### config.mk
export PLATFORM = sky130hd
export DESIGN_NAME = wws_supervisor
export DESIGN_NICKNAME = d
export VERILOG_FILES = /design/src/pkg/wws_pkg.sv /design/src/logic/wws_supervisor.sv
export SDC_FILE = /design/constraint.sdc
export NUM_CORES = 1
export LEC_CHECK = 0
export ABC_AREA = 1
export BUFFER_PORTS_ARGS = -buffer_cell sky130_fd_sc_hd__buf_2
export CAP_MARGIN = 40
export CORE_UTILIZATION = 45
export CTS_CLUSTER_DIAMETER = 60
export DETAILED_ROUTE_END_ITERATION = 7
export HOLD_SLACK_MARGIN = 0.06
export PLACE_DENSITY = 0.65
export RECOVER_POWER = 25
export SLEW_MARGIN = 10
export SYNTH_ARGS = -nofsm -noshare
export SYNTH_HDL_FRONTEND = slang
export SYNTH_SLANG_ARGS = --single-unit
### constraint.sdc
create_clock -name sys_clk_i -period 3.1 [get_ports sys_clk_i]
set_input_delay 0 -clock sys_clk_i [delete_from_list [all_inputs] [get_ports sys_clk_i]]
set_output_delay 0 -clock sys_clk_i [all_outputs]
set_load 0.005 [all_outputs]
### src/pkg/wws_pkg.sv
// constants, states and state record of the window watchdog supervisor
package wws_pkg;

    // system clock rate
    localparam int unsigned CLK_MHZ = 25;

    // base tick of the internal timebase, in microseconds
    localparam int unsigned TICK_US = 500;
    localparam int unsigned TICK_CYC = TICK_US * CLK_MHZ;
    localparam int unsigned TICK_W = 14;

    // width of the tick-based timers
    localparam int unsigned TMR_W = 8;

    // reset delay, the same for both timebases
    localparam int unsigned TRD_MS = 8;
    localparam logic [TMR_W-1:0] TRD_TICKS = TMR_W'(TRD_MS * 1000 / TICK_US);

    // sampling interval, fast and slow
    localparam int unsigned SAM_FAST_US = 500;
    localparam int unsigned SAM_SLOW_US = 1000;
    localparam logic [TMR_W-1:0] SAM_FAST_T = TMR_W'(SAM_FAST_US / TICK_US);
    localparam logic [TMR_W-1:0] SAM_SLOW_T = TMR_W'(SAM_SLOW_US / TICK_US);

    // holdoff window, fast and slow
    localparam int unsigned IW_FAST_US = 32000;
    localparam int unsigned IW_SLOW_US = 64000;
    localparam logic [TMR_W-1:0] IW_FAST_T = TMR_W'(IW_FAST_US / TICK_US);
    localparam logic [TMR_W-1:0] IW_SLOW_T = TMR_W'(IW_SLOW_US / TICK_US);

    // trigger period, fast and slow
    localparam int unsigned WDP_FAST_US = 32000;
    localparam int unsigned WDP_SLOW_US = 64000;
    localparam logic [TMR_W-1:0] WDP_FAST_T = TMR_W'(WDP_FAST_US / TICK_US);
    localparam logic [TMR_W-1:0] WDP_SLOW_T = TMR_W'(WDP_SLOW_US / TICK_US);

    // sample history: high, high, low, low, oldest in the top bit
    localparam logic [3:0] HIST_VALID = 4'hc;
    localparam logic [3:0] HIST_CLR = 4'h0;

    // supervisor states
    typedef enum logic [2:0] {
        ST_RST = 3'h0,
        ST_HOLD = 3'h1,
        ST_IGN = 3'h2,
        ST_WIN = 3'h3,
        ST_GAP = 3'h4
    } wws_state_t;

    // whole state of the supervisor
    typedef struct packed {
        logic ro_m;
        logic ro_s;
        logic trig_m;
        logic trig_s;
        logic sel_m;
        logic sel_s;
        wws_state_t st;
        logic [TICK_W-1:0] tick;
        logic [TMR_W-1:0] tmr;
        logic [TMR_W-1:0] samp;
        logic [3:0] hist;
        logic slow;
        logic fault_n;
        logic fault_oe;
    } wws_reg_t;

endpackage

### src/logic/wws_supervisor.sv
// window watchdog supervisor: trigger sampling, windows and fault output
`timescale 1ns/100ps
`default_nettype none

module wws_supervisor #(
    parameter int unsigned TICK_CYC = wws_pkg::TICK_CYC
) (
    // clock and reset
    input wire logic sys_clk_i,
    input wire logic rst_b_i,
    // pins from the reset generator and the processor
    input wire logic reset_output_n_i,
    input wire logic wd_trigger_in_i,
    input wire logic timebase_select_i,
    // open-drain fault pin
    output logic wd_fault_out_n_o,
    output logic wd_fault_oe_o
);

    wws_pkg::wws_reg_t q;
    wws_pkg::wws_reg_t d;
    logic tick_ev;
    logic samp_ev;
    logic trig_ok;
    logic [wws_pkg::TMR_W-1:0] tmr_nx;
    logic [wws_pkg::TMR_W-1:0] samp_nx;

    // picks the fast or slow figure of a timing value
    function automatic logic [wws_pkg::TMR_W-1:0] pick_t(
        input logic slow,
        input logic [wws_pkg::TMR_W-1:0] fast_v,
        input logic [wws_pkg::TMR_W-1:0] slow_v
    );
        pick_t = slow ? slow_v : fast_v;
    endfunction

    // sampling interval of the latched timebase
    function automatic logic [wws_pkg::TMR_W-1:0] sam_t(input logic slow);
        sam_t = pick_t(slow, wws_pkg::SAM_FAST_T, wws_pkg::SAM_SLOW_T);
    endfunction

    // base tick, tick timer and sample strobe
    always_comb begin
        tick_ev = (q.tick == wws_pkg::TICK_W'(TICK_CYC - 1));
        tmr_nx = q.tmr + 1'b1;
        samp_nx = q.samp + 1'b1;
        samp_ev = tick_ev && (samp_nx >= sam_t(q.slow));
        trig_ok = (q.st == wws_pkg::ST_WIN) && (q.hist == wws_pkg::HIST_VALID);
    end

    // next state of the whole supervisor
    always_comb begin
        d = q;
        // two-stage synchronisers for the pins
        d.ro_m = reset_output_n_i;
        d.ro_s = q.ro_m;
        d.trig_m = wd_trigger_in_i;
        d.trig_s = q.trig_m;
        d.sel_m = timebase_select_i;
        d.sel_s = q.sel_m;
        // wrapping tick and tick-based timer, both restarted on state entry
        d.tick = tick_ev ? '0 : q.tick + 1'b1;
        if (tick_ev) begin
            d.tmr = tmr_nx;
        end
        // periodic sampling into the history
        if (samp_ev) begin
            d.samp = '0;
            d.hist = {q.hist[2:0], q.trig_s};
        end else if (tick_ev) begin
            d.samp = samp_nx;
        end
        case (q.st)
            wws_pkg::ST_RST: begin
                d.fault_n = 1'b0;
                if (q.ro_s) begin
                    d.st = wws_pkg::ST_HOLD;
                end
            end
            wws_pkg::ST_HOLD: begin
                d.fault_n = 1'b0;
                if (tick_ev && tmr_nx >= wws_pkg::TRD_TICKS) begin
                    d.st = wws_pkg::ST_IGN;
                    d.fault_n = 1'b1;
                    d.slow = q.sel_s;
                end
            end
            wws_pkg::ST_IGN: begin
                // history held clear, so nothing seen here can count later
                d.hist = wws_pkg::HIST_CLR;
                if (tick_ev && tmr_nx >= pick_t(q.slow, wws_pkg::IW_FAST_T,
                        wws_pkg::IW_SLOW_T)) begin
                    d.st = wws_pkg::ST_WIN;
                    d.slow = q.sel_s;
                end
            end
            wws_pkg::ST_WIN: begin
                if (trig_ok) begin
                    d.st = wws_pkg::ST_GAP;
                    d.hist = wws_pkg::HIST_CLR;
                end else if (tick_ev && tmr_nx >= pick_t(q.slow, wws_pkg::WDP_FAST_T,
                        wws_pkg::WDP_SLOW_T) - sam_t(q.slow)) begin
                    d.st = wws_pkg::ST_HOLD;
                    d.fault_n = 1'b0;
                end
            end
            wws_pkg::ST_GAP: begin
                if (tick_ev && tmr_nx >= sam_t(q.slow)) begin
                    d.st = wws_pkg::ST_WIN;
                    d.slow = q.sel_s;
                end
            end
            default: begin
                d.st = wws_pkg::ST_RST;
                d.fault_n = 1'b0;
            end
        endcase
        // a low reset output overrides everything
        if (!q.ro_s) begin
            d.st = wws_pkg::ST_RST;
            d.fault_n = 1'b0;
        end
        // every state entry restarts the timebase
        if (d.st != q.st) begin
            d.tick = '0;
            d.tmr = '0;
            d.samp = '0;
        end
        d.fault_oe = ~d.fault_n;
    end

    // state register
    always_ff @(posedge sys_clk_i or negedge rst_b_i) begin
        if (!rst_b_i) begin
            q.ro_m <= 1'b0;
            q.ro_s <= 1'b0;
            q.trig_m <= 1'b0;
            q.trig_s <= 1'b0;
            q.sel_m <= 1'b0;
            q.sel_s <= 1'b0;
            q.st <= wws_pkg::ST_RST;
            q.tick <= '0;
            q.tmr <= '0;
            q.samp <= '0;
            q.hist <= wws_pkg::HIST_CLR;
            q.slow <= 1'b0;
            q.fault_n <= 1'b0;
            q.fault_oe <= 1'b1;
        end else begin
            q <= d;
        end
    end

    // fault pin; the reset output is only read, never driven
    assign wd_fault_out_n_o = q.fault_n;
    assign wd_fault_oe_o = q.fault_oe;
endmodule

`default_nettype wire

==> results of run 1 <==
==> registers in the layout (all words and copies together) (netlist names) <==
signal	flops
q	41
wd_fault_out_n_o	1
wd_fault_oe_o	1
d	3
==> final cells by class <==
cell class                 count  area share, %
sequential                    46           36.9
timing repair buffer          19           5.16
inverter                      48           5.76
clock inverter                 3          0.681
tap                           75           3.00
multi-input combinational    235           46.3
clock buffer                   5           2.20
==> per-layer routing <==
metal,share of wire [%],up-vias
li1,-,1102
met1,48,976
met2,49,22
met3,2.4,2
met4,0.50,0
met5,0,-
==> worst max-delay path, cell delays in order, from the launching register on <==
cell	delay (ns)
dfrtp_2	0.45
ha_1	0.23
nand2_2	0.12
nor2_4	0.06
nand2_1	0.05
nand2_1	0.08
nand2_4	0.09
inv_1	0.05
ha_1	0.28
nand2_1	0.05
inv_1	0.05
nand2_1	0.04
nor2_1	0.08
nand2_1	0.05
nor2_1	0.10
nand2_1	0.08
nand3_1	0.09
nand3_1	0.10
o21bai_2	0.15
nand2_1	0.08
nand2_2	0.11
nand3_4	0.14
buf_6	0.19
nor2_1	0.09
==> worst max-delay path by stage <==
stage	from	endpoint	slack, ns	depth (start not counted)
after floorplan	q[15]	q[35]	0.49	23
after global placement	q[15]	q[11]	0.15	22
after detailed placement	q[15]	q[14]	0.04	21
after CTS	q[15]	q[14]	0.01	21
after global routing	q[15]	q[7]	-0.01	23
final	q[15]	q[7]	0.24	23
==> kinds of logic after synthesis <==
| family | share of synthesized area [%] |
|---|---|
| AND/OR/NAND/NOR | 35.2 |
| buffers and inverters | 7.77 |
| flip-flops | 40.9 |
| AO/OA/AOI/OAI | 5.95 |
| XOR/XNOR | 4.97 |
| adder cells (fa/ha/maj) | 4.44 |
| multiplexers | 0.755 |
==> layout by cell type (no fill, tap or decap), types with 2 or more instances in the layout <==
master / instances
inv_1: 46
nand2_4: 3
nand2_2: 11
dlygate4sd3_1: 4
clkbuf_8: 5
o21ai_1: 2
dfrtp_1: 44
buf_6: 2
ha_1: 10
inv_2: 2
buf_2: 5
nand4_1: 8
xnor2_1: 3
nand3_1: 22
xor2_1: 13
o21bai_1: 2
nor2_1: 46
a21oi_1: 6
o21ai_0: 14
nor3_1: 3
nor2_4: 23
nand2_1: 55
buf_4: 5
==> power breakdown <==
group | internal (mW) | total, mW | switching, mW
clock | 0.159 | 0.369 | 0.210
sequential | 0.613 | 0.625 | 0.0111
combinational | 0.0593 | 0.158 | 0.0987
total | 0.832 | 1.15 | 0.320
==> metrics by stage <==
| stage | cells | TNS (ns) | power (mW) | area, µm² | hold WS [ns] |
|---|---|---|---|---|---|
| global placement | 412 | 0 | 0.772 | 2920 | 0.109 |
| detailed placement | 413 | 0 | 0.779 | 2940 | -0.110 |
| floorplan | 332 | 0 | 0.742 | 2820 | -0.296 |
| finish | 431 | 0 | 1.15 | 3130 | 0.184 |
| CTS | 425 | 0 | 1.16 | 3070 | 0.0975 |
| global route | 431 | -0.0152 | 1.22 | 3130 | 0.237 |
==> repair_timing <==
action | in CTS | in global routing
hold buffers | 4 | 0
endpoints found under the hold margin | 49 | 0
setup endpoints to repair | 0 | 25
gates resized for setup | 0 | 4
setup buffers | 0 | 6
==> impl_metrics.csv, run 1 <==
group,metric,value,unit
timing,setup_viol,0,
timing,finalHoldViolCount,0,
synthesis,synth_cell_types,36,
clock_tree,clk_pin_slew_worst_paths,0.09,ns
routing,drc,0,
clock_tree,cts_root_buffer,"clkbuf_8",
critical_path,regToRegStartpoint,"q[15]",
critical_path,reg2reg_depth,23,
critical_path,worstReg2RegEnd,"q[7]",
finish,syn2layout_area_growth,10.9,%
timing,max_freq,350,MHz
critical_path,crit_fanout,7,
synthesis,ys_warn_count,0,
floorplan,die-area,6580,µm²
global_routing,grt_use_total,18.1,%
clock_tree,cts_made_buffers,5,
floorplan,chipWidth,81.1,µm
routing,drtPass1Iterations,4,
synthesis,syn_inst,332,
placement,hpwlAfterDp,3.90,mm
critical_path,worst-endpoint-required,3.33,ns
power,p_per_area,368,nW/µm²
global_routing,gr-total-overflow,0,
timing,tightest_slew,1.66,ns
floorplan,ios,7,
global_routing,grt_util_met1,23.1,%
synthesis,ys_async_sr_fraction,100,%
synthesis,netlist_area,2820,µm²
synthesis,ys_ff_latch,46,
floorplan,die_h,81.1,µm
synthesis,synth_area_per_cell,8.49,µm²
routing,via_count,2102,
min_path,hold_class,"in -> async",
routing,viasPerCell,4.88,
clock_tree,numClockSinks,46,
timing,worst_slack,0.244,ns
finish,n_antenna_cell,0,
synthesis,synth_edf_count,0,
synthesis,yosys.area.top_type,"dfrtp_1",
finish,fin_util,52.2,%
routing,drt_iter0_drc,116,
floorplan,start_util,47.0,%
floorplan,core,5990,µm²
global_routing,grt_pass1_wl,9.04,mm
floorplan,row_count,28,
global_routing,use_met2,31.4,%
status,outcome,"finished with violations",
global_routing,antenna_found_initial,0,
critical_path,startpoint_type,"flop",
routing,ant_nets,0,
clock_tree,worstSkewPairLatency,0.29,ns
synthesis,yosysTopAreaCellShare,40.0,%
critical_path,worst_ep_arrival_time,3.08,ns
placement,place_congestion,0.919,
timing,fin_skew,0.00450,ns
finish,drive_gt1_share,19.4,%
critical_path,r2r_slack,0.24,ns
status,violations,"capacitance limit, slew limit",
timing,period_share,92.1,%
global_routing,first_global_vias,1964,
placement,port_buffers,6,
routing,wl,5.39,mm
timing,finalMaxSlewViolations,38,
finish,fillers,565,
timing,fin_crit,2.86,ns
finish,final-seq-area,1150,µm²
synthesis,synth_ff_type,"dfrtp_1",
finish,finalNetCount,370,
synthesis,synth_most_common_cell,"nand2_1",
synthesis,netlist_top_cells_count,"55 x nand2_1, 46 x inv_1, 46 x nor2_1",
global_routing,met3_usage,3.48,%
synthesis,ys_seq_area_share,40.9,%
job,maxCapViolations,1,
power,ir_drop,0.000209,V
clock_tree,htreeDepth,2,
global_routing,grt_max_degree,38,
clock_tree,cts_tree,"built",
synthesis,synthTopCellsByArea,"dfrtp_1 40%, nor2_4 9.2%, nand2_1 7.3%",
synthesis,syn_nets,347,
global_routing,top_usage_layer,"met2",
routing,post_drt_wl_per_cell,12.5,µm
placement,dp_slack,0.0381,ns
critical_path,critical_path_class,"reg -> reg",
finish,multi_input_area,1450,µm²
critical_path,cp-end-kind,"flop",
power,p_leak,1.46,nW
timing,relSlewSlack,-10.4,%
clock_tree,clockBufferDepth,2,
Power figures use the tool's default switching activity.
==> inputs of run 2 (changes only) <==
--- a/config.mk
+++ b/config.mk
@@ -12,7 +12,6 @@
 export CTS_CLUSTER_DIAMETER = 60
 export DETAILED_ROUTE_END_ITERATION = 7
 export HOLD_SLACK_MARGIN = 0.06
-export PLACE_DENSITY = 0.65
 export RECOVER_POWER = 25
 export SLEW_MARGIN = 10
 export SYNTH_ARGS = -nofsm -noshare
==> impl_metrics.csv, run 2 (synthesis results as in run 1) <==
group,metric,value,unit
status,outcome,"complete, no violations",
timing,relSlewSlack,34.4,%
finish,finalNetCount,367,
floorplan,row_count,28,
finish,layout_common_cells,"55 x nand2_1, 46 x inv_1, 46 x nor2_1, 44 x dfrtp_1, 23 x nor2_4",
placement,place_congestion,0.905,
finish,final-seq-area,1150,µm²
timing,period_share,89.5,%
timing,max_freq,360,MHz
critical_path,cpMostUsedCell,"nand2_1",
placement,port_buffers,6,
critical_path,path_delay_family,"simple AND/OR/NAND/NOR gates",
critical_path,critical_path_class,"reg -> reg",
finish,largest_reg_flops,41,
timing,worst_slack,0.325,ns
placement,placed_cell_area,2940,µm²
floorplan,die-area,6580,µm²
finish,final_common_cell,"nand2_1",
finish,drive_gt1_share,19.3,%
placement,hpwlAfterDp,3.85,mm
power,p_per_area,370,nW/µm²
floorplan,start_util,47.0,%
global_routing,grt_pass1_wl,9.04,mm
critical_path,worst-endpoint-required,3.33,ns
critical_path,worstPathCellList,"ha_2 -> nand2_2 -> nor2_4 -> nand3_2 -> nand2_4 -> inv_1 -> ha_1 -> nand2_1 -> inv_1 -> nand2_1 -> nor2_1 -> nand2_1 -> nor2_1 -> nand2_1 -> nand3_1 -> nand3_1 -> o21bai_2 -> nand2_1 -> nand2_2 -> nand3_4 -> buf_6 -> nor2_1",
timing,tightest_slew,0.985,ns
min_path,hold_class,"in -> reg",
routing,drt_iter0_drc,109,
critical_path,cp-end-kind,"flop",
finish,top_register,"q",
global_routing,gr-total-overflow,0,
job,maxCapViolations,0,
floorplan,die_h,81.1,µm
clock_tree,cts_tree,"built",
clock_tree,numClockSinks,46,
routing,viasPerCell,4.89,
timing,fin_skew,0.00768,ns
floorplan,ios,7,
floorplan,chipWidth,81.1,µm
timing,fin_crit,2.78,ns
clock_tree,htreeDepth,2,
clock_tree,cts_made_buffers,5,
power,power.total,1.15,mW
power,ir_drop,0.000279,V
routing,post_drt_wl_per_cell,12.2,µm
clock_tree,worstSkewPairLatency,0.30,ns
power,p_leak,1.44,nW
timing,finalHoldViolCount,0,
routing,drtPass1Iterations,4,
critical_path,worst-path-stages,22,
placement,dp_slack,0.0472,ns
finish,fillers,587,
floorplan,core,5990,µm²
critical_path,crit_fanout,7,
min_path,hold_path_depth,2,
clock_tree,clockBufferDepth,2,
critical_path,worst_ep_arrival_time,3.01,ns
routing,via_count,2091,
clock_tree,cts_root_buffer,"clkbuf_8",
finish,fin_area,3120,µm²
global_routing,antenna_found_initial,0,
global_routing,grt_max_degree,31,
finish,n_antenna_cell,0,
finish,multi_input_area,1450,µm²
timing,finalMaxSlewViolations,0,
critical_path,max_stage_delay,0.42,ns
global_routing,first_global_vias,2052,
routing,ant_nets,0,
clock_tree,clk_pin_slew_worst_paths,0.09,ns
critical_path,cp_slowest_cell,"dfrtp_1",
critical_path,startpoint_type,"flop",
global_routing,grt_use_total,18.0,%
timing,setup_viol,0,
timing,fin_hold_ws,0.338,ns
critical_path,reg2reg_depth,22,
critical_path,cp_num_buf_inv,3,
finish,syn2layout_area_growth,10.6,%
routing,wl,5.21,mm
routing,drc,0,
## run 2: final timing paths
check	from	endpoint	slack (ns)
max	q[16]	q[22]	0.32
min in group asynchronous	rst_b_i	q[31]	0.37
max reg2reg	q[16]	q[22]	0.32
max in group asynchronous	rst_b_i	wd_fault_oe_o	1.97
min	wd_trigger_in_i	d[42]	0.34
min reg2reg	d[40]	q[40]	0.36
## run 2: worst register-to-register path, cell delays in order, from the launching register on
cell and delay [ns]:
dfrtp_1 0.42, ha_2 0.21, nand2_2 0.09, nor2_4 0.14, nand3_2 0.09, nand2_4 0.10
inv_1 0.05, ha_1 0.28, nand2_1 0.05, inv_1 0.05, nand2_1 0.04, nor2_1 0.08
nand2_1 0.05, nor2_1 0.09, nand2_1 0.07, nand3_1 0.09, nand3_1 0.09, o21bai_2 0.13
nand2_1 0.08, nand2_2 0.11, nand3_4 0.11, buf_6 0.18, nor2_1 0.09
## run 2: what timing repair did
action	4_1_cts	5_1_grt
setup endpoints to repair	0	27
buffers inserted	0	3
resized for setup	0	4
endpoints found under the hold margin	48	0
hold buffers	4	0
## run 2: final cells by class
| cell class | count | area share, % |
|---|---|---|
| multi-input combinational | 235 | 46.5 |
| sequential | 46 | 37.0 |
| inverter | 48 | 5.78 |
| timing repair buffer | 16 | 4.70 |
| tap | 75 | 3.01 |
| clock buffer | 5 | 2.21 |
| clock inverter | 3 | 0.763 |
## run 2: routing by layer
metal / vias to the layer above / global-route usage, % / share of wire [%]
li1: 1092 / - / -
met2: 25 / 30.0 / 47
met4: 0 / 5.36 / 0.92
met1: 969 / 24.0 / 49
met5: - / 0 / 0
met3: 5 / 3.03 / 2.5
## run 2: power by group
| part | switching [mW] | total [mW] | internal, mW |
|---|---|---|---|
| Clock | 0.214 | 0.375 | 0.161 |
| Sequential | 0.0109 | 0.624 | 0.613 |
| Combinational | 0.0963 | 0.152 | 0.0560 |
## run 2: stage by stage
stage	TNS, ns	util (%)	std cells
detailed placement	0	49.0	413
global placement	0	48.7	412
CTS	0	51.3	425
finish	0	52.0	428
floorplan	0	-	332
global route	-0.0165	52.0	428
